<file path="config.mk">
export PLATFORM = sky130hd
export DESIGN_NAME = int_wdt_core
export DESIGN_NICKNAME = d
export VERILOG_FILES = /design/src/core/int_wdt_pkg.sv /design/src/core/int_wdt_core.sv
export SDC_FILE = /design/constraint.sdc
export NUM_CORES = 1
export LEC_CHECK = 0
export ABC_AREA = 1
export BUFFER_PORTS_ARGS = -buffer_cell sky130_fd_sc_hd__buf_2
export CAP_MARGIN = 15
export CORE_ASPECT_RATIO = 1.1
export CORE_UTILIZATION = 40
export DETAILED_ROUTE_END_ITERATION = 10
export GPL_TIMING_DRIVEN = 0
export PLACE_DENSITY_LB_ADDON = 0.08
export SLEW_MARGIN = 20
export SYNTH_ARGS = -nofsm -noshare
export SYNTH_HDL_FRONTEND = slang
export SYNTH_SLANG_ARGS = --single-unit
</file>
<file path="constraint.sdc">
create_clock -name sys_clk -period 6.11 [get_ports sys_clk]
set_input_delay 0.3055 -clock sys_clk [delete_from_list [all_inputs] [get_ports sys_clk]]
set_output_delay 0.3055 -clock sys_clk [all_outputs]
set_load 0.1 [all_outputs]
</file>
<file path="src/core/int_wdt_pkg.sv">
package int_wdt_pkg;

	// ****************************************************************
	// Timing
	// ****************************************************************
	localparam int SYS_CLK_HZ      = 20_000_000;
	localparam int WDT_PERIOD_MS   = 18;
	localparam int WDT_CYCLES_DFLT = WDT_PERIOD_MS * (SYS_CLK_HZ / 1000);

	// ****************************************************************
	// Register map, index form; byte address is four times the index
	// ****************************************************************
	localparam int          AXI_AW           = 16;
	localparam logic [13:0] IDX_CORE_STATUS  = 14'h0003;
	localparam logic [13:0] IDX_INT_CONTROL  = 14'h000B;
	localparam logic [13:0] IDX_PERIPH_FLAGS = 14'h000C;
	localparam logic [13:0] IDX_OPTION       = 14'h0081;
	localparam logic [13:0] IDX_PERIPH_EN    = 14'h008C;
	localparam logic [13:0] IDX_FUSE         = 14'h2007;

	localparam logic [7:0] RST_INT_CONTROL  = 8'h00;
	localparam logic [7:0] RST_PERIPH_FLAGS = 8'h00;
	localparam logic [7:0] RST_OPTION       = 8'hFF;
	localparam logic [7:0] RST_PERIPH_EN    = 8'h00;
	localparam logic [7:0] FUSE_DFLT        = 8'hFF;
	localparam logic [7:0] PERIPH_MASK      = 8'h40;

	localparam int FUSE_WDT_BIT  = 2;
	localparam int ST_EXPIRY_BIT = 4;
	localparam int ST_ASLEEP_BIT = 3;
	localparam int PF_CMP_BIT    = 6;

	localparam logic [1:0] RESP_OKAY   = 2'b00;
	localparam logic [1:0] RESP_SLVERR = 2'b10;

	// ****************************************************************
	// Types
	// ****************************************************************
	typedef struct packed {
		logic global_int_enable;
		logic peripheral_int_enable;
		logic timer_overflow_enable;
		logic ext_int_enable;
		logic port_change_enable;
		logic timer_overflow_flag;
		logic ext_int_flag;
		logic port_change_flag;
	} int_control_t;

	typedef struct packed {
		logic       port_pullup_off;
		logic       edge_select;
		logic       timer_clk_source;
		logic       timer_source_edge;
		logic       prescaler_assign;
		logic [2:0] prescale_ratio;
	} option_t;

	typedef enum logic [2:0] {
		SEL_NONE    = 3'b000,
		SEL_INTCTL  = 3'b001,
		SEL_PFLAGS  = 3'b010,
		SEL_OPTION  = 3'b011,
		SEL_PEN     = 3'b100,
		SEL_FUSE    = 3'b101,
		SEL_STATUS  = 3'b110
	} reg_sel_t;

endpackage

</file>
<file path="src/core/int_wdt_core.sv">
// The implementer's own choice: the AXI4-Lite slave port.
`timescale 1ns/100ps
// How it works
// RULE_01: External pin is edge triggered; edge_select high means rising, low falling.
// RULE_02: A valid external edge sets ext_int_flag, interrupt_control bit 1.
// RULE_03: Clearing ext_int_enable, bit 4, stops the external pin interrupt.
// RULE_04: Software clears ext_int_flag before re-enabling; hardware never clears it.
// RULE_05: External edge wakes from sleep only if ext_int_enable was set beforehand.
// RULE_06: After wake-up, vector only when global_int_enable set, else continue.
// RULE_07: Timer rollover from maximum to zero sets timer_overflow_flag, bit 2.
// RULE_08: timer_overflow_enable, bit 5, enables or disables the timer interrupt.
// RULE_09: Any change on upper port pins 7..4 sets port_change_flag, bit 0.
// RULE_10: port_change_enable sits at bit 3 and gates the port-change interrupt.
// RULE_11: A pin change coinciding with a port read may be missed.
// RULE_12: Watchdog counts from its own free-running source, also during sleep.
// RULE_13: Watchdog time-out while running forces a full device reset.
// RULE_14: Watchdog time-out while asleep wakes the device instead of resetting.
// RULE_15: watchdog_fuse_enable clear disables the watchdog permanently.
// RULE_16: Without postscaler the watchdog times out after nominal 18 ms.
// RULE_17: Scaler assigned to watchdog extends time-out by ratio up to 1:128.
// RULE_18: Clear instruction or sleep clears watchdog and its assigned postscaler.
// RULE_19: Every watchdog time-out clears expiry_status_flag.
// RULE_20: One 8-bit scaler serves either the timer or the watchdog.
// RULE_21: prescaler_assign and prescale_ratio, option bits 3..0, select owner and ratio.
// RULE_22: Flags set on events regardless of enables; enables only gate requests.
// RULE_23: Interrupt request needs global enable plus a flagged, enabled source.
module int_wdt_core
	import int_wdt_pkg::*;
#(
	parameter int         WDT_CYCLES = WDT_CYCLES_DFLT,
	parameter logic [7:0] FUSE_WORD  = FUSE_DFLT
) (
	// Clock and reset
	input  wire logic              sys_clk,
	input  wire logic              srst,
	// Pins
	input  wire logic              ext_int_pin,
	input  wire logic [3:0]        upper_port_pins,
	// Core and timer events
	input  wire logic              port_read,
	input  wire logic              timer_overflow,
	input  wire logic              timer_src_tick,
	input  wire logic              timer_write,
	input  wire logic              watchdog_clear_instr,
	input  wire logic              sleep_instr,
	// Core and timer results
	output logic                   timer_inc_q,
	output logic                   int_req_q,
	output logic                   wake_q,
	output logic                   wake_vector_q,
	output logic                   wdt_reset_q,
	output logic                   asleep_q,
	output logic                   expiry_status_flag_q,
	// AXI4-Lite slave
	input  wire logic [AXI_AW-1:0] s_axi_awaddr,
	input  wire logic              s_axi_awvalid,
	output logic                   s_axi_awready,
	input  wire logic [31:0]       s_axi_wdata,
	input  wire logic [3:0]        s_axi_wstrb,
	input  wire logic              s_axi_wvalid,
	output logic                   s_axi_wready,
	output logic [1:0]             s_axi_bresp,
	output logic                   s_axi_bvalid,
	input  wire logic              s_axi_bready,
	input  wire logic [AXI_AW-1:0] s_axi_araddr,
	input  wire logic              s_axi_arvalid,
	output logic                   s_axi_arready,
	output logic [31:0]            s_axi_rdata,
	output logic [1:0]             s_axi_rresp,
	output logic                   s_axi_rvalid,
	input  wire logic              s_axi_rready
);

	localparam int BW = $clog2(WDT_CYCLES + 1);

	// ****************************************************************
	// Functions
	// ****************************************************************
	function automatic reg_sel_t reg_sel(input logic [AXI_AW-1:0] addr);
		logic [13:0] idx;
		idx = addr[AXI_AW-1:2];
		if (idx == IDX_INT_CONTROL)
			return SEL_INTCTL;
		if (idx == IDX_PERIPH_FLAGS)
			return SEL_PFLAGS;
		if (idx == IDX_OPTION)
			return SEL_OPTION;
		if (idx == IDX_PERIPH_EN)
			return SEL_PEN;
		if (idx == IDX_FUSE)
			return SEL_FUSE;
		if (idx == IDX_CORE_STATUS)
			return SEL_STATUS;
		return SEL_NONE;
	endfunction

	function automatic logic [7:0] ratio_mask(input logic [2:0] ps, input logic extra);
		logic [8:0] m;
		m = (9'h001 << ({1'b0, ps} + {3'b000, extra})) - 9'h001;
		return m[7:0];
	endfunction

	// ****************************************************************
	// State
	// ****************************************************************
	logic              ext_s1_q;
	logic              ext_s2_q;
	logic              ext_s3_q;
	logic [3:0]        port_s1_q;
	logic [3:0]        port_s2_q;
	logic [3:0]        port_s3_q;
	int_control_t      intctl_q;
	int_control_t      intctl_d;
	option_t           option_q;
	logic [7:0]        pflags_q;
	logic [7:0]        pen_q;
	logic              ext_en_slp_q;
	logic [BW-1:0]     base_cnt_q;
	logic [7:0]        scaler_q;
	logic [AXI_AW-1:0] awaddr_q;
	logic              aw_full_q;
	logic [7:0]        wdata_q;
	logic              wstrb0_q;
	logic              w_full_q;

	// ****************************************************************
	// Pin synchronisers
	// ****************************************************************
	always_ff @(posedge sys_clk) begin
		if (srst) begin
			ext_s1_q  <= 1'b0;
			ext_s2_q  <= 1'b0;
			ext_s3_q  <= 1'b0;
			port_s1_q <= 4'h0;
			port_s2_q <= 4'h0;
			port_s3_q <= 4'h0;
		end else begin
			ext_s1_q  <= ext_int_pin;
			ext_s2_q  <= ext_s1_q;
			ext_s3_q  <= ext_s2_q;
			port_s1_q <= upper_port_pins;
			port_s2_q <= port_s1_q;
			port_s3_q <= port_s2_q;
		end
	end

	// ****************************************************************
	// Source decode
	// ****************************************************************
	wire ext_rise = ext_s2_q & ~ext_s3_q;
	wire ext_fall = ~ext_s2_q & ext_s3_q;
	// RULE_01: edge polarity select.
	wire ext_edge = option_q.edge_select ? ext_rise : ext_fall;
	// RULE_11: read collision drops change.
	wire port_chg = (port_s2_q != port_s3_q) & ~port_read;

	// RULE_03: external enable gating.
	wire ext_req = intctl_q.ext_int_flag & intctl_q.ext_int_enable;
	// RULE_08: timer enable gating.
	wire tmr_req = intctl_q.timer_overflow_flag & intctl_q.timer_overflow_enable;
	// RULE_10: port enable bit three.
	wire port_req = intctl_q.port_change_flag & intctl_q.port_change_enable;
	wire per_req = intctl_q.peripheral_int_enable & pflags_q[PF_CMP_BIT] & pen_q[PF_CMP_BIT];
	wire any_req = ext_req | tmr_req | port_req | per_req;

	// RULE_05: enable sampled at sleep.
	wire ext_wake = intctl_q.ext_int_flag & ext_en_slp_q;
	wire src_wake = ext_wake | tmr_req | port_req | per_req;

	// ****************************************************************
	// Register write path
	// ****************************************************************
	reg_sel_t wr_sel;
	reg_sel_t rd_sel;
	assign wr_sel = reg_sel(awaddr_q);
	assign rd_sel = reg_sel(s_axi_araddr);
	wire wr_do   = aw_full_q & w_full_q & ~s_axi_bvalid;
	wire wr_en   = wr_do & wstrb0_q;
	wire wr_ictl = wr_en & (wr_sel == SEL_INTCTL);
	wire [7:0] ictl_sw = wr_ictl ? wdata_q : intctl_q;
	// RULE_02: external edge sets flag.
	// RULE_07: overflow sets timer flag.
	// RULE_09: port change sets flag.
	// RULE_22: set regardless of enables, and set wins over a software clear.
	assign intctl_d = int_control_t'(ictl_sw | {5'b00000, timer_overflow, ext_edge, port_chg});

	always_ff @(posedge sys_clk) begin
		if (srst) begin
			intctl_q <= int_control_t'(RST_INT_CONTROL);
			option_q <= option_t'(RST_OPTION);
			pflags_q <= RST_PERIPH_FLAGS;
			pen_q    <= RST_PERIPH_EN;
		end else begin
			// RULE_04: only software clears flags.
			intctl_q <= intctl_d;
			// RULE_21: option fields written.
			if (wr_en && wr_sel == SEL_OPTION)
				option_q <= option_t'(wdata_q);
			if (wr_en && wr_sel == SEL_PFLAGS)
				pflags_q <= wdata_q & PERIPH_MASK;
			if (wr_en && wr_sel == SEL_PEN)
				pen_q <= wdata_q & PERIPH_MASK;
		end
	end

	// ****************************************************************
	// Watchdog and shared scaler
	// ****************************************************************
	// RULE_15: fuse disables permanently.
	wire wdt_enabled = FUSE_WORD[FUSE_WDT_BIT];
	// RULE_18: clear on instruction or sleep.
	wire wdt_clr = watchdog_clear_instr | sleep_instr;
	// RULE_16: nominal period count.
	wire base_tick = wdt_enabled & (base_cnt_q == BW'(WDT_CYCLES - 1));
	wire wd_owns_sc = option_q.prescaler_assign;
	// RULE_17: watchdog ratio one to 2^ps.
	wire [7:0] wdt_mask = ratio_mask(option_q.prescale_ratio, 1'b0);
	wire [7:0] tmr_mask = ratio_mask(option_q.prescale_ratio, 1'b1);
	wire [7:0] sc_mask = wd_owns_sc ? wdt_mask : tmr_mask;
	wire sc_full = (scaler_q & sc_mask) == sc_mask;
	// RULE_20: scaler steps for its single owner.
	wire sc_step = wd_owns_sc ? base_tick : timer_src_tick;
	wire sc_clr = wd_owns_sc ? wdt_clr : timer_write;
	// A clear in the same cycle as expiry suppresses it, so software racing the
	// counter never loses to it.
	wire wdt_timeout = (wd_owns_sc ? (base_tick & sc_full) : base_tick) & ~wdt_clr;
	wire wake_now = asleep_q & (src_wake | wdt_timeout);

	always_ff @(posedge sys_clk) begin
		// RULE_12: free-running regardless of sleep.
		if (srst || wdt_clr || !wdt_enabled || base_tick)
			base_cnt_q <= '0;
		else
			base_cnt_q <= base_cnt_q + BW'(1);
	end

	always_ff @(posedge sys_clk) begin
		if (srst || sc_clr || (sc_step && sc_full))
			scaler_q <= 8'h00;
		else if (sc_step)
			scaler_q <= scaler_q + 8'h01;
	end

	// ****************************************************************
	// Sleep, wake and outputs
	// ****************************************************************
	always_ff @(posedge sys_clk) begin
		if (srst) begin
			asleep_q             <= 1'b0;
			ext_en_slp_q         <= 1'b0;
			wake_q               <= 1'b0;
			wake_vector_q        <= 1'b0;
			wdt_reset_q          <= 1'b0;
			int_req_q            <= 1'b0;
			timer_inc_q          <= 1'b0;
			expiry_status_flag_q <= 1'b1;
		end else begin
			if (wake_now)
				asleep_q <= 1'b0;
			else if (sleep_instr)
				asleep_q <= 1'b1;
			if (sleep_instr)
				ext_en_slp_q <= intctl_q.ext_int_enable;
			// RULE_14: wake instead of reset.
			wake_q <= wake_now;
			// RULE_06: vector needs global enable.
			wake_vector_q <= asleep_q & src_wake & intctl_q.global_int_enable;
			// RULE_13: reset when running.
			wdt_reset_q <= wdt_timeout & ~asleep_q;
			// RULE_23: global and source gating.
			int_req_q <= intctl_q.global_int_enable & any_req;
			timer_inc_q <= timer_src_tick & (wd_owns_sc | sc_full);
			// RULE_19: time-out clears expiry flag.
			if (wdt_timeout)
				expiry_status_flag_q <= 1'b0;
			else if (wdt_clr)
				expiry_status_flag_q <= 1'b1;
		end
	end

	// ****************************************************************
	// AXI4-Lite slave
	// ****************************************************************
	wire [7:0] status_rd = (8'(expiry_status_flag_q) << ST_EXPIRY_BIT)
		| (8'(asleep_q) << ST_ASLEEP_BIT);
	wire [7:0] rd_mux = (rd_sel == SEL_INTCTL) ? intctl_q :
		(rd_sel == SEL_PFLAGS) ? pflags_q :
		(rd_sel == SEL_OPTION) ? option_q :
		(rd_sel == SEL_PEN) ? pen_q :
		(rd_sel == SEL_FUSE) ? FUSE_WORD :
		(rd_sel == SEL_STATUS) ? status_rd : 8'h00;

	always_ff @(posedge sys_clk) begin
		if (srst) begin
			s_axi_awready <= 1'b1;
			s_axi_wready  <= 1'b1;
			s_axi_bvalid  <= 1'b0;
			s_axi_bresp   <= RESP_OKAY;
			aw_full_q     <= 1'b0;
			w_full_q      <= 1'b0;
			awaddr_q      <= '0;
			wdata_q       <= 8'h00;
			wstrb0_q      <= 1'b0;
		end else begin
			if (s_axi_awvalid && s_axi_awready) begin
				awaddr_q      <= s_axi_awaddr;
				aw_full_q     <= 1'b1;
				s_axi_awready <= 1'b0;
			end
			if (s_axi_wvalid && s_axi_wready) begin
				wdata_q      <= s_axi_wdata[7:0];
				wstrb0_q     <= s_axi_wstrb[0];
				w_full_q     <= 1'b1;
				s_axi_wready <= 1'b0;
			end
			if (wr_do) begin
				aw_full_q    <= 1'b0;
				w_full_q     <= 1'b0;
				s_axi_bvalid <= 1'b1;
				s_axi_bresp  <= (wr_sel == SEL_NONE) ? RESP_SLVERR : RESP_OKAY;
			end
			if (s_axi_bvalid && s_axi_bready) begin
				s_axi_bvalid  <= 1'b0;
				s_axi_awready <= 1'b1;
				s_axi_wready  <= 1'b1;
			end
		end
	end

	always_ff @(posedge sys_clk) begin
		if (srst) begin
			s_axi_arready <= 1'b1;
			s_axi_rvalid  <= 1'b0;
			s_axi_rdata   <= 32'h0000_0000;
			s_axi_rresp   <= RESP_OKAY;
		end else if (s_axi_arvalid && s_axi_arready) begin
			s_axi_arready <= 1'b0;
			s_axi_rvalid  <= 1'b1;
			s_axi_rdata   <= {24'h000000, rd_mux};
			s_axi_rresp   <= (rd_sel == SEL_NONE) ? RESP_SLVERR : RESP_OKAY;
		end else if (s_axi_rvalid && s_axi_rready) begin
			s_axi_rvalid  <= 1'b0;
			s_axi_arready <= 1'b1;
		end
	end
endmodule // int_wdt_core

</file>
== Yosys cells after proc, flatten, opt, wreduce, memory -nomap -nowiden ==
Index checks and enable logic that the tools add are counted.
Operators by class
  add/subtract/negate cells: 5
  $mul: 0
  divide/modulo/power cells: 0
  $lt $le $gt $ge: 0
  equal/unequal tests: 25
  shifts and indexed selects: 2
  mux-type cells: 88
  bitwise gates (word level): 39
  reductions and logical operators: 20
Operators with widths (count)
  $mux W3: 26
  $eq A14 B4 Y1 const B: 4
  $eq A14 B8 Y1 const B: 4
  $mux W8: 7
  $mux W1: 52
  $eq A14 B14 Y1 const B: 2
  $eq A14 B2 Y1 const B: 2
  $and A1 B1 Y1: 21
  $add A19 B1 Y19 const B: 1
  $eq A19 B19 Y1 const B: 1
  $sub A8 B1 Y8 const B: 2
  $eq A3 B2 Y1 const B: 4
  $eq A3 B3 Y1 const B: 4
  $logic_and A1 B1 Y1: 9
  $or A1 B1 Y1: 9
  $add A8 B1 Y8 const B: 1
  $and A8 B8 Y8: 1
  $eq A8 B8 Y1: 1
  $or A8 B3 Y8: 1
  $shl A1 B3 Y8 const A: 1
  $shl A1 B4 Y8 const A: 1
  $eq A3 B1 Y1 const B: 2
  $logic_not A3 Y1: 2
  $not A1 Y1: 6
  8 further kinds: 15
Storage, ports and cells
  bits in registers: 112
  latch bits: 0
  memory bits (writable): 0
  bits in read-only memories: 0
  input bits: 86
  logic and storage cells: 224
  memories kept: 0

== Logic depth before layout (Yosys ltp) ==
Gate-level depths: netlist of the first run.
  depth in word-level cells: 30
  depth in mapped cells: 19

== Least setup slack after synthesis of the first run ==
No wires, ideal clock.
  kind: reg-to-reg
  from: register option_q[0] (netlist bit)
  to: register scaler_q[0]
  library setup time: 126 ps
  arrival: 1999 ps
  data required time: 5984 ps
  path slack: 3986 ps
  cell stages (with the launch flop): 16
  buffers on the path: 0
  period minus slack after synthesis: 2124 ps
  path through: dfxtp_1 -> ha_1 -> nand2_1 -> nand2_1 -> inv_1 -> nand2_1 -> inv_1 -> nand2_2 -> ha_1 -> o22ai_1 -> a21oi_1 -> nand2_1 -> nor2_1 -> nand2_2 -> o21ai_4 -> a21oi_1
Between the ends
  cells in the longest elaborated chain, start to end: 8
RTL lines
  from (decl): RTL line int_wdt_core.sv:114  | option_t option_q;
  from (signal assigned): RTL line int_wdt_core.sv:190  | option_q <= option_t'(RST_OPTION);
  from (signal assigned): RTL line int_wdt_core.sv:198  | option_q <= option_t'(wdata_q);
  $add A3 B1 Y4: RTL line int_wdt_core.sv:99  | m = (9'h001 << ({1'b0, ps} + {3'b000, extra})) - 9'h001;
  $shl A1 B4 Y8: RTL line int_wdt_core.sv:99
  $sub A8 B1 Y8: RTL line int_wdt_core.sv:99
  $mux W8 (*): RTL line int_wdt_core.sv:219  | wire [7:0] sc_mask = wd_owns_sc ? wdt_mask : tmr_mask;
  $and A8 B8 Y8: RTL line int_wdt_core.sv:220  | wire sc_full = (scaler_q & sc_mask) == sc_mask;
  $eq A8 B8 Y1 (*): RTL line int_wdt_core.sv:220
  $logic_and A1 B1 Y1 (*): RTL line int_wdt_core.sv:238  | if (srst || sc_clr || (sc_step && sc_full))
  $logic_or A1 B1 Y1 (*): RTL line int_wdt_core.sv:238
  to (signal assigned): RTL line int_wdt_core.sv:241  | scaler_q <= scaler_q + 8'h01;
  to (decl): RTL line int_wdt_core.sv:119  | logic [7:0] scaler_q;
Every way passes the cells marked *; elsewhere a longest branch is shown, timed or not.
A chain may end at the register's enable or synchronous reset.

== Worst setup path in the final report of the first run ==
  from: register option_q[0] (netlist bit)
  to: register scaler_q[7]
Same word-level chain as after synthesis.

==> impl_metrics.json, run 1 <==
{
  "ys_types": 41,
  "worstPathCellList": "ha_1, nand2_1, nand2_1, inv_1, nand2_1, inv_1, nand2_2, ha_1, o22ai_1, a21oi_1, nand2_1, nor2_1, nand2_2, o21ai_4, a21oi_1",
  "drv_slew": 0,
  "grt_pass1_vias": 3980,
  "crit_start": "option_q[0]$_SDFFE_PP1P_",
  "htree_levels": 3,
  "clockBufferDepth": 2,
  "core_mm2": 0.01209,
  "die_y_um": 119.2,
  "fin_cells": 964,
  "tritoncts": "done",
  "cts.repair.resized": 0,
  "final_cell_area_mm2": 0.005933,
  "clk_pin_slew_ns": 0.08,
  "cp-end-kind": "flip-flop",
  "placed_area_mm2": 0.005659,
  "path_common_cell": "nand2_1",
  "finalHoldViolCount": 0,
  "drt-vias-per-instance": 4.728,
  "synthCells": 695,
  "postCtsSetupRepairBufs": 0,
  "worstPathRequired_ns": 6.33,
  "worstSetupStartpointType": "flip-flop",
  "regArea_mm2": 0.002162,
  "dr.first_iter.drc_count": 246,
  "io_buffers": 75,
  "place_hpwl_mm": 8.596,
  "grt_max_degree": 19,
  "fin_setup_tns_ns": 0,
  "dp.cells": 949,
  "clock_sinks": 108,
  "setup_ws_ns": 3.605,
  "clkLatencyLatePin_ns": 0.35,
  "syn_to_final_growth_pct": 18.73,
  "yosys-top-cells-area": "dfxtp_1 (43%), nand2_1 (9.4%), inv_1 (7.4%), nor2_1 (6.0%), a21oi_1 (5.5%)",
  "die_area_mm2": 0.01294,
  "rows": 42,
  "synth.avg_cell_area_um2": 7.190,
  "layout-drive-gt1-share_pct": 16.79,
  "num_antenna_cells": 0,
  "worst-setup-path-type": "reg -> reg",
  "wirelength_mm": 11.05,
  "slowest_stage": "dfxtp_1",
  "ir_worst_vdd_mv": 0.1220,
  "die_x_um": 108.6,
  "ys_ff_latch": 108,
  "fillers": 1257,
  "antenna_found_initial": 0,
  "powerDensity_mw_per_mm2": 257.9,
  "min_period_ns": 2.505,
  "vias": 4558,
  "power.total_mw": 1.530,
  "critPathMaxFanout": 8,
  "slowest_delay_ns": 0.50,
  "arrival_ns": 2.72,
  "ys_warn_count": 0,
  "post-route-util_pct": 49.09,
  "setup_viol": 0,
  "fmax_mhz": 399.2,
  "nets": 896,
  "fin_hold_ws_ns": 0.1561,
  "yosys.area.top_type_share_pct": 43.26,
  "start_util_pct": 41.35,
  "drtPass1Iterations": 5,
  "hp-class": "in -> reg",
  "root_buffer": "clkbuf_16",
  "hold_buffers": 0,
  "rsz0062_at_grt": "false",
  "status": "finished, final reports clean",
  "grt_use_total_pct": 17.73,
  "ioPinCount": 134,
  "pre_cts_ws_ns": 3.635,
  "hp-start": "upper_port_pins[0]",
  "synth_area_mm2": 0.004997,
  "drc": 0,
  "overflow": 0,
  "grt_pass1_wl_mm": 18.10,
  "ys_seq_area_share_pct": 43.26,
  "fin_worst_skew_ns": 0.01283,
  "slew_headroom_pct": 59.17,
  "gp_congestion": 0.8189,
  "r2r_start": "option_q[0]$_SDFFE_PP1P_",
  "avgRoutedWirePerCell_um": 11.46,
  "yosysTopAreaCell": "dfxtp_1",
  "timing.final.crit_share_pct": 41.00,
  "worstMarginPinSlew_ns": 0.6125,
  "multiInputGateArea_mm2": 0.002282,
  "drv_cap": 0,
  "ant_nets": 0,
  "p_leak_nw": 2.701,
  "numCtsBuffers": 9
}
logic make-up after synthesis:
logic type | after synthesis | synth area share (%)
buffers and inverters | 143 | 12.94
and+or+nand+nor | 295 | 25.96
DFF | 108 | 43.26
AOI/OAI and AO/OA | 132 | 14.65
xor gates and xnor gates | 12 | 2.103
other | 1 | 0.07504
adders and majority gates | 4 | 1.002
per-layer routing:
layer | GRT usage, % | wire length [um]
met3 | 3.120 | 597
met5 | 0 | 0
met2 | 28.52 | 5093
met4 | 5.828 | 122
met1 | 23.80 | 5234
flip-flops by register name, summed over array words and instances (netlist names), 4 cells and up:
name         cells
base_cnt_q      19
awaddr_q        14
intctl_q         8
s_axi_rdata      8
scaler_q         8
wdata_q          8
option_q         7
port_s1_q        4
port_s2_q        4
port_s3_q        4
worst max-delay path: cells and delay by family (launching register included):
| family | cells | cell delay (ns) |
|---|---|---|
| fa+ha+maj | 2 | 0.57 |
| simple gates | 7 | 0.57 |
| compound gates | 4 | 0.54 |
| flops | 1 | 0.50 |
| buf+inv | 2 | 0.21 |
path summary, 6_finish.rpt:
kind / cells past startpoint / endpoint / slack [ns]
worst max register to register: 15 / scaler_q[7]$_SDFFE_PP0P_ / 3.61
worst min-delay path: 3 / port_s1_q[0]$_SDFF_PP0_ / 0.16
worst max-delay path: 15 / scaler_q[7]$_SDFFE_PP0P_ / 3.61
worst min register to register: 2 / port_s2_q[2]$_SDFF_PP0_ / 0.40
where the power goes:
part           internal (mW)  leakage, nW  switching [mW]  total, mW
Combinational         0.0531         1.69           0.187      0.241
Sequential             0.731        0.883          0.0160      0.747
Clock                  0.278        0.125           0.265      0.543
Total                   1.06         2.70           0.468       1.53
layout make-up:
| class | instances | share of cell area, % |
|---|---|---|
| clock buffer | 9 | 3.796 |
| multi-input combinational | 469 | 38.46 |
| clock inverter | 6 | 0.8224 |
| inverter | 100 | 6.369 |
| sequential | 108 | 36.44 |
| tap | 154 | 3.248 |
| timing repair buffer | 75 | 6.326 |
| buffer | 43 | 4.534 |
synthesized netlist by cell type:
cell type and number:
o21bai_1 1, nor4_1 7, nor4_4 1, dfxtp_1 108, nor3_1 20, o2111ai_1 1
inv_2 1, buf_4 26, nand4_1 13, o211ai_1 8, ha_1 4, nor3_2 3
buf_2 2, nor2_2 1, xnor2_1 6, nor2_1 80, a31o_2 1, inv_1 98
a21oi_2 1, o21ai_4 1, clkbuf_1 13, buf_6 1, a31oi_1 5, or2_2 2
nand2_1 125, o311ai_0 2, nor3b_1 1, o21a_1 2, nand3_1 35, a211oi_1 1
nand2_2 4, nand3_2 1, inv_4 1, a21oi_1 55, conb_1 1, nand3b_1 2
buf_1 1, o21ai_0 52, xor2_1 6, a41oi_1 1, o22ai_1 1
cell usage in the layout, fill, tap and decap left out, drive strengths merged:
master	count
o311ai	2
clkbuf	22
inv	102
nand2	129
o22ai	1
clkinv	1
nor4	8
nor3b	1
dfxtp	108
a31o	1
clkinvlp	3
a41oi	1
nand4	13
xor2	6
nor2	81
o21a	2
nand3b	2
xnor2	6
or2	2
o2111ai	1
nor3	23
buf	105
nand3	36
o21bai	1
a31oi	5
o211ai	8
a211oi	1
ha	4
conb	26
o21ai	53
a21oi	56
No activity file was read; power rests on OpenSTA's default activity.
==> run 2, diff against run 1 <==
==> constraint.sdc (replaced) <==
create_clock -name sys_clk -period 2.6 [get_ports sys_clk]
set_input_delay 0.13 -clock sys_clk [delete_from_list [all_inputs] [get_ports sys_clk]]
set_output_delay 0.13 -clock sys_clk [all_outputs]
set_load 0.1 [all_outputs]
==> run 2 against run 1 <==
Compared with the run above:
- utilization grew 0.42 points
- largest cell class unchanged
- critical path type unchanged
- combinational power grew 140%
- non-clock buffer count grew 5
==> impl_metrics.json, run 2 (synthesis results as in run 1) <==
{
  "ir_worst_vdd_mv": 0.2867,
  "htree_levels": 3,
  "multiInputGateArea_mm2": 0.002282,
  "syn_to_final_growth_pct": 19.75,
  "root_buffer": "clkbuf_16",
  "setup_viol": 0,
  "mostFrequentLayoutCells": "nand2_1 (125), dfxtp_1 (107), inv_1 (98)",
  "rows": 42,
  "drv_slew": 0,
  "avgRoutedWirePerCell_um": 11.45,
  "regMostFlops": "base_cnt_q",
  "finalHoldViolCount": 0,
  "dr.first_iter.drc_count": 255,
  "wl_met2_mm": 5.142,
  "p_leak_nw": 2.721,
  "num_antenna_cells": 0,
  "rsz0062_at_grt": "false",
  "regArea_mm2": 0.002163,
  "worstSetupStartpointType": "flip-flop",
  "worstMarginPinSlew_ns": 0.6121,
  "io_buffers": 75,
  "status": "finished, final reports clean",
  "overflow": 0,
  "routed.top_layer": "met4",
  "place_hpwl_mm": 8.596,
  "core_mm2": 0.01209,
  "whs_path_depth": 2,
  "slew_headroom_pct": 59.19,
  "ant_nets": 0,
  "reg2regPathDepth": 15,
  "grt_max_degree": 19,
  "cp-end-kind": "flip-flop",
  "die_x_um": 108.6,
  "hp-class": "in -> reg",
  "largest_reg_flops": 19,
  "met3_length_um": 537,
  "fin_setup_tns_ns": 0,
  "die_y_um": 119.2,
  "fmax_mhz": 414.8,
  "critPathMaxFanout": 8,
  "top_regs": "base_cnt_q (19), awaddr_q (14)",
  "clkLatencyLatePin_ns": 0.35,
  "gp_congestion": 0.8189,
  "clk_pin_slew_ns": 0.08,
  "powerDensity_mw_per_mm2": 601.9,
  "worst-setup-path-type": "reg -> reg",
  "clockBufferDepth": 2,
  "die_area_mm2": 0.01294,
  "final_common_cell": "nand2_1",
  "antenna_found_initial": 0,
  "drtPass1Iterations": 5,
  "layout-drive-gt1-share_pct": 16.81,
  "tritoncts": "done",
  "met1Wirelength_mm": 5.296,
  "drt-vias-per-instance": 4.709,
  "min_period_ns": 2.411,
  "fin_worst_skew_ns": 0.01313,
  "ioPinCount": 134,
  "vias": 4563,
  "clock_sinks": 108,
  "post-route-util_pct": 49.51,
  "start_util_pct": 41.35,
  "timing.final.crit_share_pct": 92.73,
  "arrival_ns": 2.63,
  "worstPathRequired_ns": 2.82,
  "drc": 0,
  "numCtsBuffers": 9,
  "drv_cap": 0,
  "grt_use_total_pct": 17.81,
  "fillers": 1253,
  "nets": 901,
  "wirelength_mm": 11.10,
  "postCtsSetupRepairBufs": 0,
  "grt_pass1_wl_mm": 18.20,
  "grt_pass1_vias": 4011
}
run 2: changes by cell type in the layout (fill, tap and decap cells not counted), sizes merged:
cell,delta
dlygate4sd3,+5
run 2: report_power, final:
group	leakage (nW)	internal (mW)	total (mW)	switching, mW
combinational	1.71	0.130	0.571	0.441
sequential	0.882	1.72	1.75	0.0375
clock	0.125	0.653	1.28	0.623
total	2.72	2.50	3.60	1.10
run 2: repair_timing:
action / CTS / global route
endpoints found under the hold margin: 5 / 0
hold buffers: 5 / 0
gates resized for setup: 0 / 1
endpoints found under the setup margin: 0 / 12
run 2: worst paths after layout:
| kind | endpoint | slack (ns) | startpoint |
|---|---|---|---|
| worst max-delay path | scaler_q[7]$_SDFFE_PP0P_ | 0.19 | option_q[1]$_SDFFE_PP1P_ |
| worst max register to register | scaler_q[7]$_SDFFE_PP0P_ | 0.19 | option_q[1]$_SDFFE_PP1P_ |
| worst min-delay path | ext_en_slp_q$_SDFFE_PP0P_ | 0.004 | sleep_instr |
| worst min register to register | port_s2_q[2]$_SDFF_PP0_ | 0.40 | port_s1_q[2]$_SDFF_PP0_ |
run 2: metrics by stage:
stage	setup WS (ns)	area (um^2)	total power, mW	hold WS, ns	cells
finish	0.1891	5984	3.602	0.004137	969
global route	0.009905	5984	3.758	0.01840	969
floorplan	0.4755	5091	2.245	0.2241	720
CTS	0.1099	5983	3.645	0.001635	969
detailed placement	0.1245	5659	2.360	0.3372	949
global placement	0.1846	5659	2.353	0.3281	949
run 2: critical path, cell delays in order (launching register included):
cell	delay, ns
dfxtp_1	0.43
ha_1	0.27
nand2_1	0.07
nand2_1	0.06
inv_1	0.13
nand2_1	0.09
inv_1	0.08
nand2_2	0.06
ha_1	0.28
o22ai_1	0.07
a21oi_1	0.12
nand2_1	0.06
nor2_1	0.12
nand2_2	0.11
o21ai_4	0.27
a21oi_1	0.08
run 2: layout make-up:
cell class                      count  share of cell area, %
Multi-Input combinational cell    469                  38.14
Sequential cell                   108                  36.15
Timing Repair Buffer               80                  7.109
Inverter                          100                  6.314
Buffer                             43                  4.495
Clock buffer                        9                  3.763
Tap cell                          154                  3.220
Clock inverter                      6                 0.8154
run 2: layer usage:
| metal | up-vias | track usage, % |
|---|---|---|
| met5 | - | 0 |
| met4 | 0 | 5.828 |
| met3 | 6 | 3.120 |
| met2 | 104 | 28.76 |
| met1 | 2014 | 23.83 |
| li1 | 2439 | - |
==> run 3, diff against run 2 <==
--- a/config.mk
+++ b/config.mk
@@ -5,7 +5,6 @@
 export SDC_FILE = /design/constraint.sdc
 export NUM_CORES = 1
 export LEC_CHECK = 0
-export ABC_AREA = 1
 export BUFFER_PORTS_ARGS = -buffer_cell sky130_fd_sc_hd__buf_2
 export CAP_MARGIN = 15
 export CORE_ASPECT_RATIO = 1.1
@@ -13,6 +12,7 @@
 export DETAILED_ROUTE_END_ITERATION = 10
 export GPL_TIMING_DRIVEN = 0
 export PLACE_DENSITY_LB_ADDON = 0.08
+export RECOVER_POWER = 50
 export SLEW_MARGIN = 20
 export SYNTH_ARGS = -nofsm -noshare
 export SYNTH_HDL_FRONTEND = slang
==> run 3 against run 2 <==
Compared with the run above:
- the run now ends with design-rule violations, negative setup slack left
- critical path type unchanged
- count of clock-buffer cells in the layout increased by 1
- die area up 6.4%
- sequential power about the same
- clock power hardly changed
- worst setup slack worse by 0.48 ns
- maximum frequency shrank 17%
- first-iteration DRC count is 0.78% higher
- largest cell class unchanged
- power up 0.11%
- highest routed layer unchanged
- synthesized area is 6.5% higher
- synthesized cell count decreased by 11%
- critical path depth decreased by 3
==> impl_metrics.json, run 3 <==
{
  "reg2regPathDepth": 12,
  "gp_congestion": 0.8124,
  "clockBufferDepth": 2,
  "overflow": 0,
  "final_common_cell": "dfxtp_1",
  "grtUsageMet3_pct": 3.039,
  "crit_start": "option_q[0]$_SDFFE_PP1P_",
  "drt-vias-per-instance": 5.208,
  "largest_reg_flops": 19,
  "grt.busiest_layer": "met2",
  "worstMarginPinSlew_ns": 1.181,
  "p_leak_nw": 2.611,
  "synth_edf_count": 0,
  "setup_ws_ns": -0.2932,
  "worstPathRequired_ns": 2.83,
  "crit-reg2reg-capture": "wdt_reset_q$_SDFF_PP0_",
  "fmax_mhz": 345.6,
  "antenna_found_initial": 0,
  "power.total_mw": 3.606,
  "ant_nets": 0,
  "yosys-top-cells-area": "dfxtp_1 (41%), nand2_1 (5.9%), a21oi_1 (3.9%), buf_4 (3.8%), mux2i_1 (3.8%)",
  "num_antenna_cells": 0,
  "synth_flop_cell": "dfxtp_1",
  "drtPass1Iterations": 8,
  "fillers": 1260,
  "finalHoldViolCount": 0,
  "slowest_delay_ns": 0.51,
  "critPathMaxFanout": 6,
  "ys_warn_count": 0,
  "yosys.area.top_type_share_pct": 40.61,
  "fin_worst_skew_ns": 0.007216,
  "die_x_um": 112,
  "grt_pass1_vias": 4482,
  "met2_usage_pct": 33.70,
  "clk_pin_slew_ns": 0.07,
  "synthArstFlopShare_pct": 0,
  "layout-drive-gt1-share_pct": 21.26,
  "clock_sinks": 108,
  "synth.avg_cell_area_um2": 8.601,
  "r2r_slack_ns": -0.29,
  "start_util_pct": 41.58,
  "cpLargestDelayFamily": "simple AND/OR/NAND/NOR gates",
  "numCtsBuffers": 9,
  "setup_viol": 13,
  "hp-start": "upper_port_pins[2]",
  "powerDensity_mw_per_mm2": 553.2,
  "top_regs": "base_cnt_q (19), awaddr_q (14)",
  "grt_pass1_wl_mm": 21.66,
  "cp-end-kind": "flip-flop",
  "path_depth": 12,
  "violations": "design-rule violations, negative setup slack",
  "die_area_mm2": 0.01378,
  "worstSetupStartpointType": "flip-flop",
  "ir_worst_vdd_mv": 0.3290,
  "io_buffers": 76,
  "min_period_ns": 2.893,
  "status": "finished, violations left",
  "vias": 4713,
  "mostFrequentLayoutCells": "dfxtp_1 (105), nand2_1 (84), buf_2 (58)",
  "place_hpwl_mm": 9.650,
  "slowest_stage": "or4b_4",
  "rsz0062_at_grt": "true",
  "tritoncts": "done",
  "synth.most_common_cell": "dfxtp_1",
  "hp-class": "in -> reg",
  "dr.first_iter.drc_count": 257,
  "pre_cts_ws_ns": -0.4742,
  "ys_types": 76,
  "grt_max_degree": 17,
  "slew_headroom_pct": 21.60,
  "dp.cells": 877,
  "avgRoutedWirePerCell_um": 14.30,
  "ys_ff_latch": 108,
  "worstPathCellList": "ha_4, or3b_4, a211oi_4, nor2_1, ha_2, or4b_4, a21oi_4, a2111oi_4, o211ai_2, nor4_4, buf_4, o2111a_1",
  "fin_cells": 905,
  "crit_buf_inv": 1,
  "core_mm2": 0.01280,
  "syn_to_final_growth_pct": 22.42,
  "drv_slew": 0,
  "rows": 43,
  "regMostFlops": "base_cnt_q",
  "worst-setup-path-type": "reg -> reg",
  "clkLatencyLatePin_ns": 0.34,
  "nets": 834,
  "ys_seq_area_share_pct": 40.61,
  "timing.final.crit_share_pct": 111.3,
  "yosysTopAreaCell": "dfxtp_1",
  "arrival_ns": 3.13,
  "synthCells": 619,
  "grt_use_total_pct": 19.57,
  "root_buffer": "clkbuf_16",
  "synth_area_mm2": 0.005324,
  "htree_levels": 3,
  "endpoint": "wdt_reset_q$_SDFF_PP0_",
  "drv_cap": 0,
  "die_y_um": 123,
  "synth_commonest_cells": "dfxtp_1 (108), nand2_1 (84), nor2_1 (48)",
  "wirelength_mm": 12.94,
  "drc": 8,
  "r2r_start": "option_q[0]$_SDFFE_PP1P_",
  "use_met1_pct": 25.31,
  "ioPinCount": 134
}
## run 3: changes by cell type after synthesis, moves of 9 or more
cell	before	now
inv_1	98	10
nand2_1	125	84
o21ai_0	52	13
nor2_1	80	48
nor2b_1	0	22
mux2i_1	0	20
nand3_1	35	19
and3_1	0	15
a211oi_1	1	15
a21oi_1	55	42
nor3_1	20	9
nand4_1	13	4
## run 3: area by class of cell
class / count / area (um^2) / share of cell area [%]
Timing Repair Buffer: 90 / 473.0 / 7.257
Sequential cell: 108 / 2171 / 33.31
Buffer: 55 / 356.6 / 5.471
Clock inverter: 5 / 53.80 / 0.8255
Clock buffer: 10 / 229.0 / 3.513
Multi-Input combinational cell: 469 / 2995 / 45.96
Inverter: 11 / 42.54 / 0.6527
Tap cell: 157 / 196.4 / 3.014
## run 3: logic make-up (layout without fill, tap and decap cells)
group,after synthesis,count (layout),share of synthesized area (%)
simple gates,266,266,27.10
compound gates,128,128,16.31
flops,108,108,40.61
buf+inv,67,171,7.003
xor+xnor,23,23,3.784
mux,22,22,4.183
fa+ha+maj,4,4,0.9401
other cells,1,26,0.07044
## run 3: where the power goes
part / total (mW) / leakage (nW) / internal (mW) / switching [mW]
Clock: 1.31 / 0.142 / 0.738 / 0.569
Combinational: 0.555 / 1.59 / 0.134 / 0.422
Sequential: 1.74 / 0.880 / 1.70 / 0.0385
Total: 3.61 / 2.61 / 2.58 / 1.03
## run 3: worst min path at each step
stage | slack, ns | endpoint | cells past startpoint
3_5_place_dp | 0.34 | port_s1_q[3]$_SDFF_PP0_ | 2
2_1_floorplan | 0.23 | s_axi_awready$_SDFFE_PP1P_ | 1
3_3_place_gp | 0.34 | port_s1_q[2]$_SDFF_PP0_ | 2
5_1_grt | 0.008 | s_axi_wready$_SDFFE_PP1P_ | 2
4_1_cts | 0.0006 | ext_s1_q$_SDFF_PP0_ | 2
6_report | 0.009 | port_s1_q[2]$_SDFF_PP0_ | 2
## run 3: stage by stage
step | area (um^2) | utilization (%) | TNS [ns] | hold slack, ns
floorplan | 5489 | - | -0.1262 | 0.2304
global placement | 6066 | 47.37 | -5.552 | 0.3396
detailed placement | 6066 | 47.37 | -5.333 | 0.3433
CTS | 6452 | 50.39 | -3.412 | 0.0006471
global route | 6518 | 50.90 | -3.896 | 0.007628
finish | 6518 | 50.90 | -2.633 | 0.009238
## run 3: timing repair
action	CTS	global route
gates cloned	1	0
setup buffers	5	4
hold buffers	3	1
endpoints found under the hold margin	3	1
gates resized for setup	9	13
setup endpoints to repair	13	13
pin swaps	1	13
## run 3: per-layer routing
metal / wire length [um] / vias up
li1: - / 2400
met1: 6001 / 2186
met2: 6203 / 115
met3: 600 / 12
met4: 133 / 0
met5: 0 / -
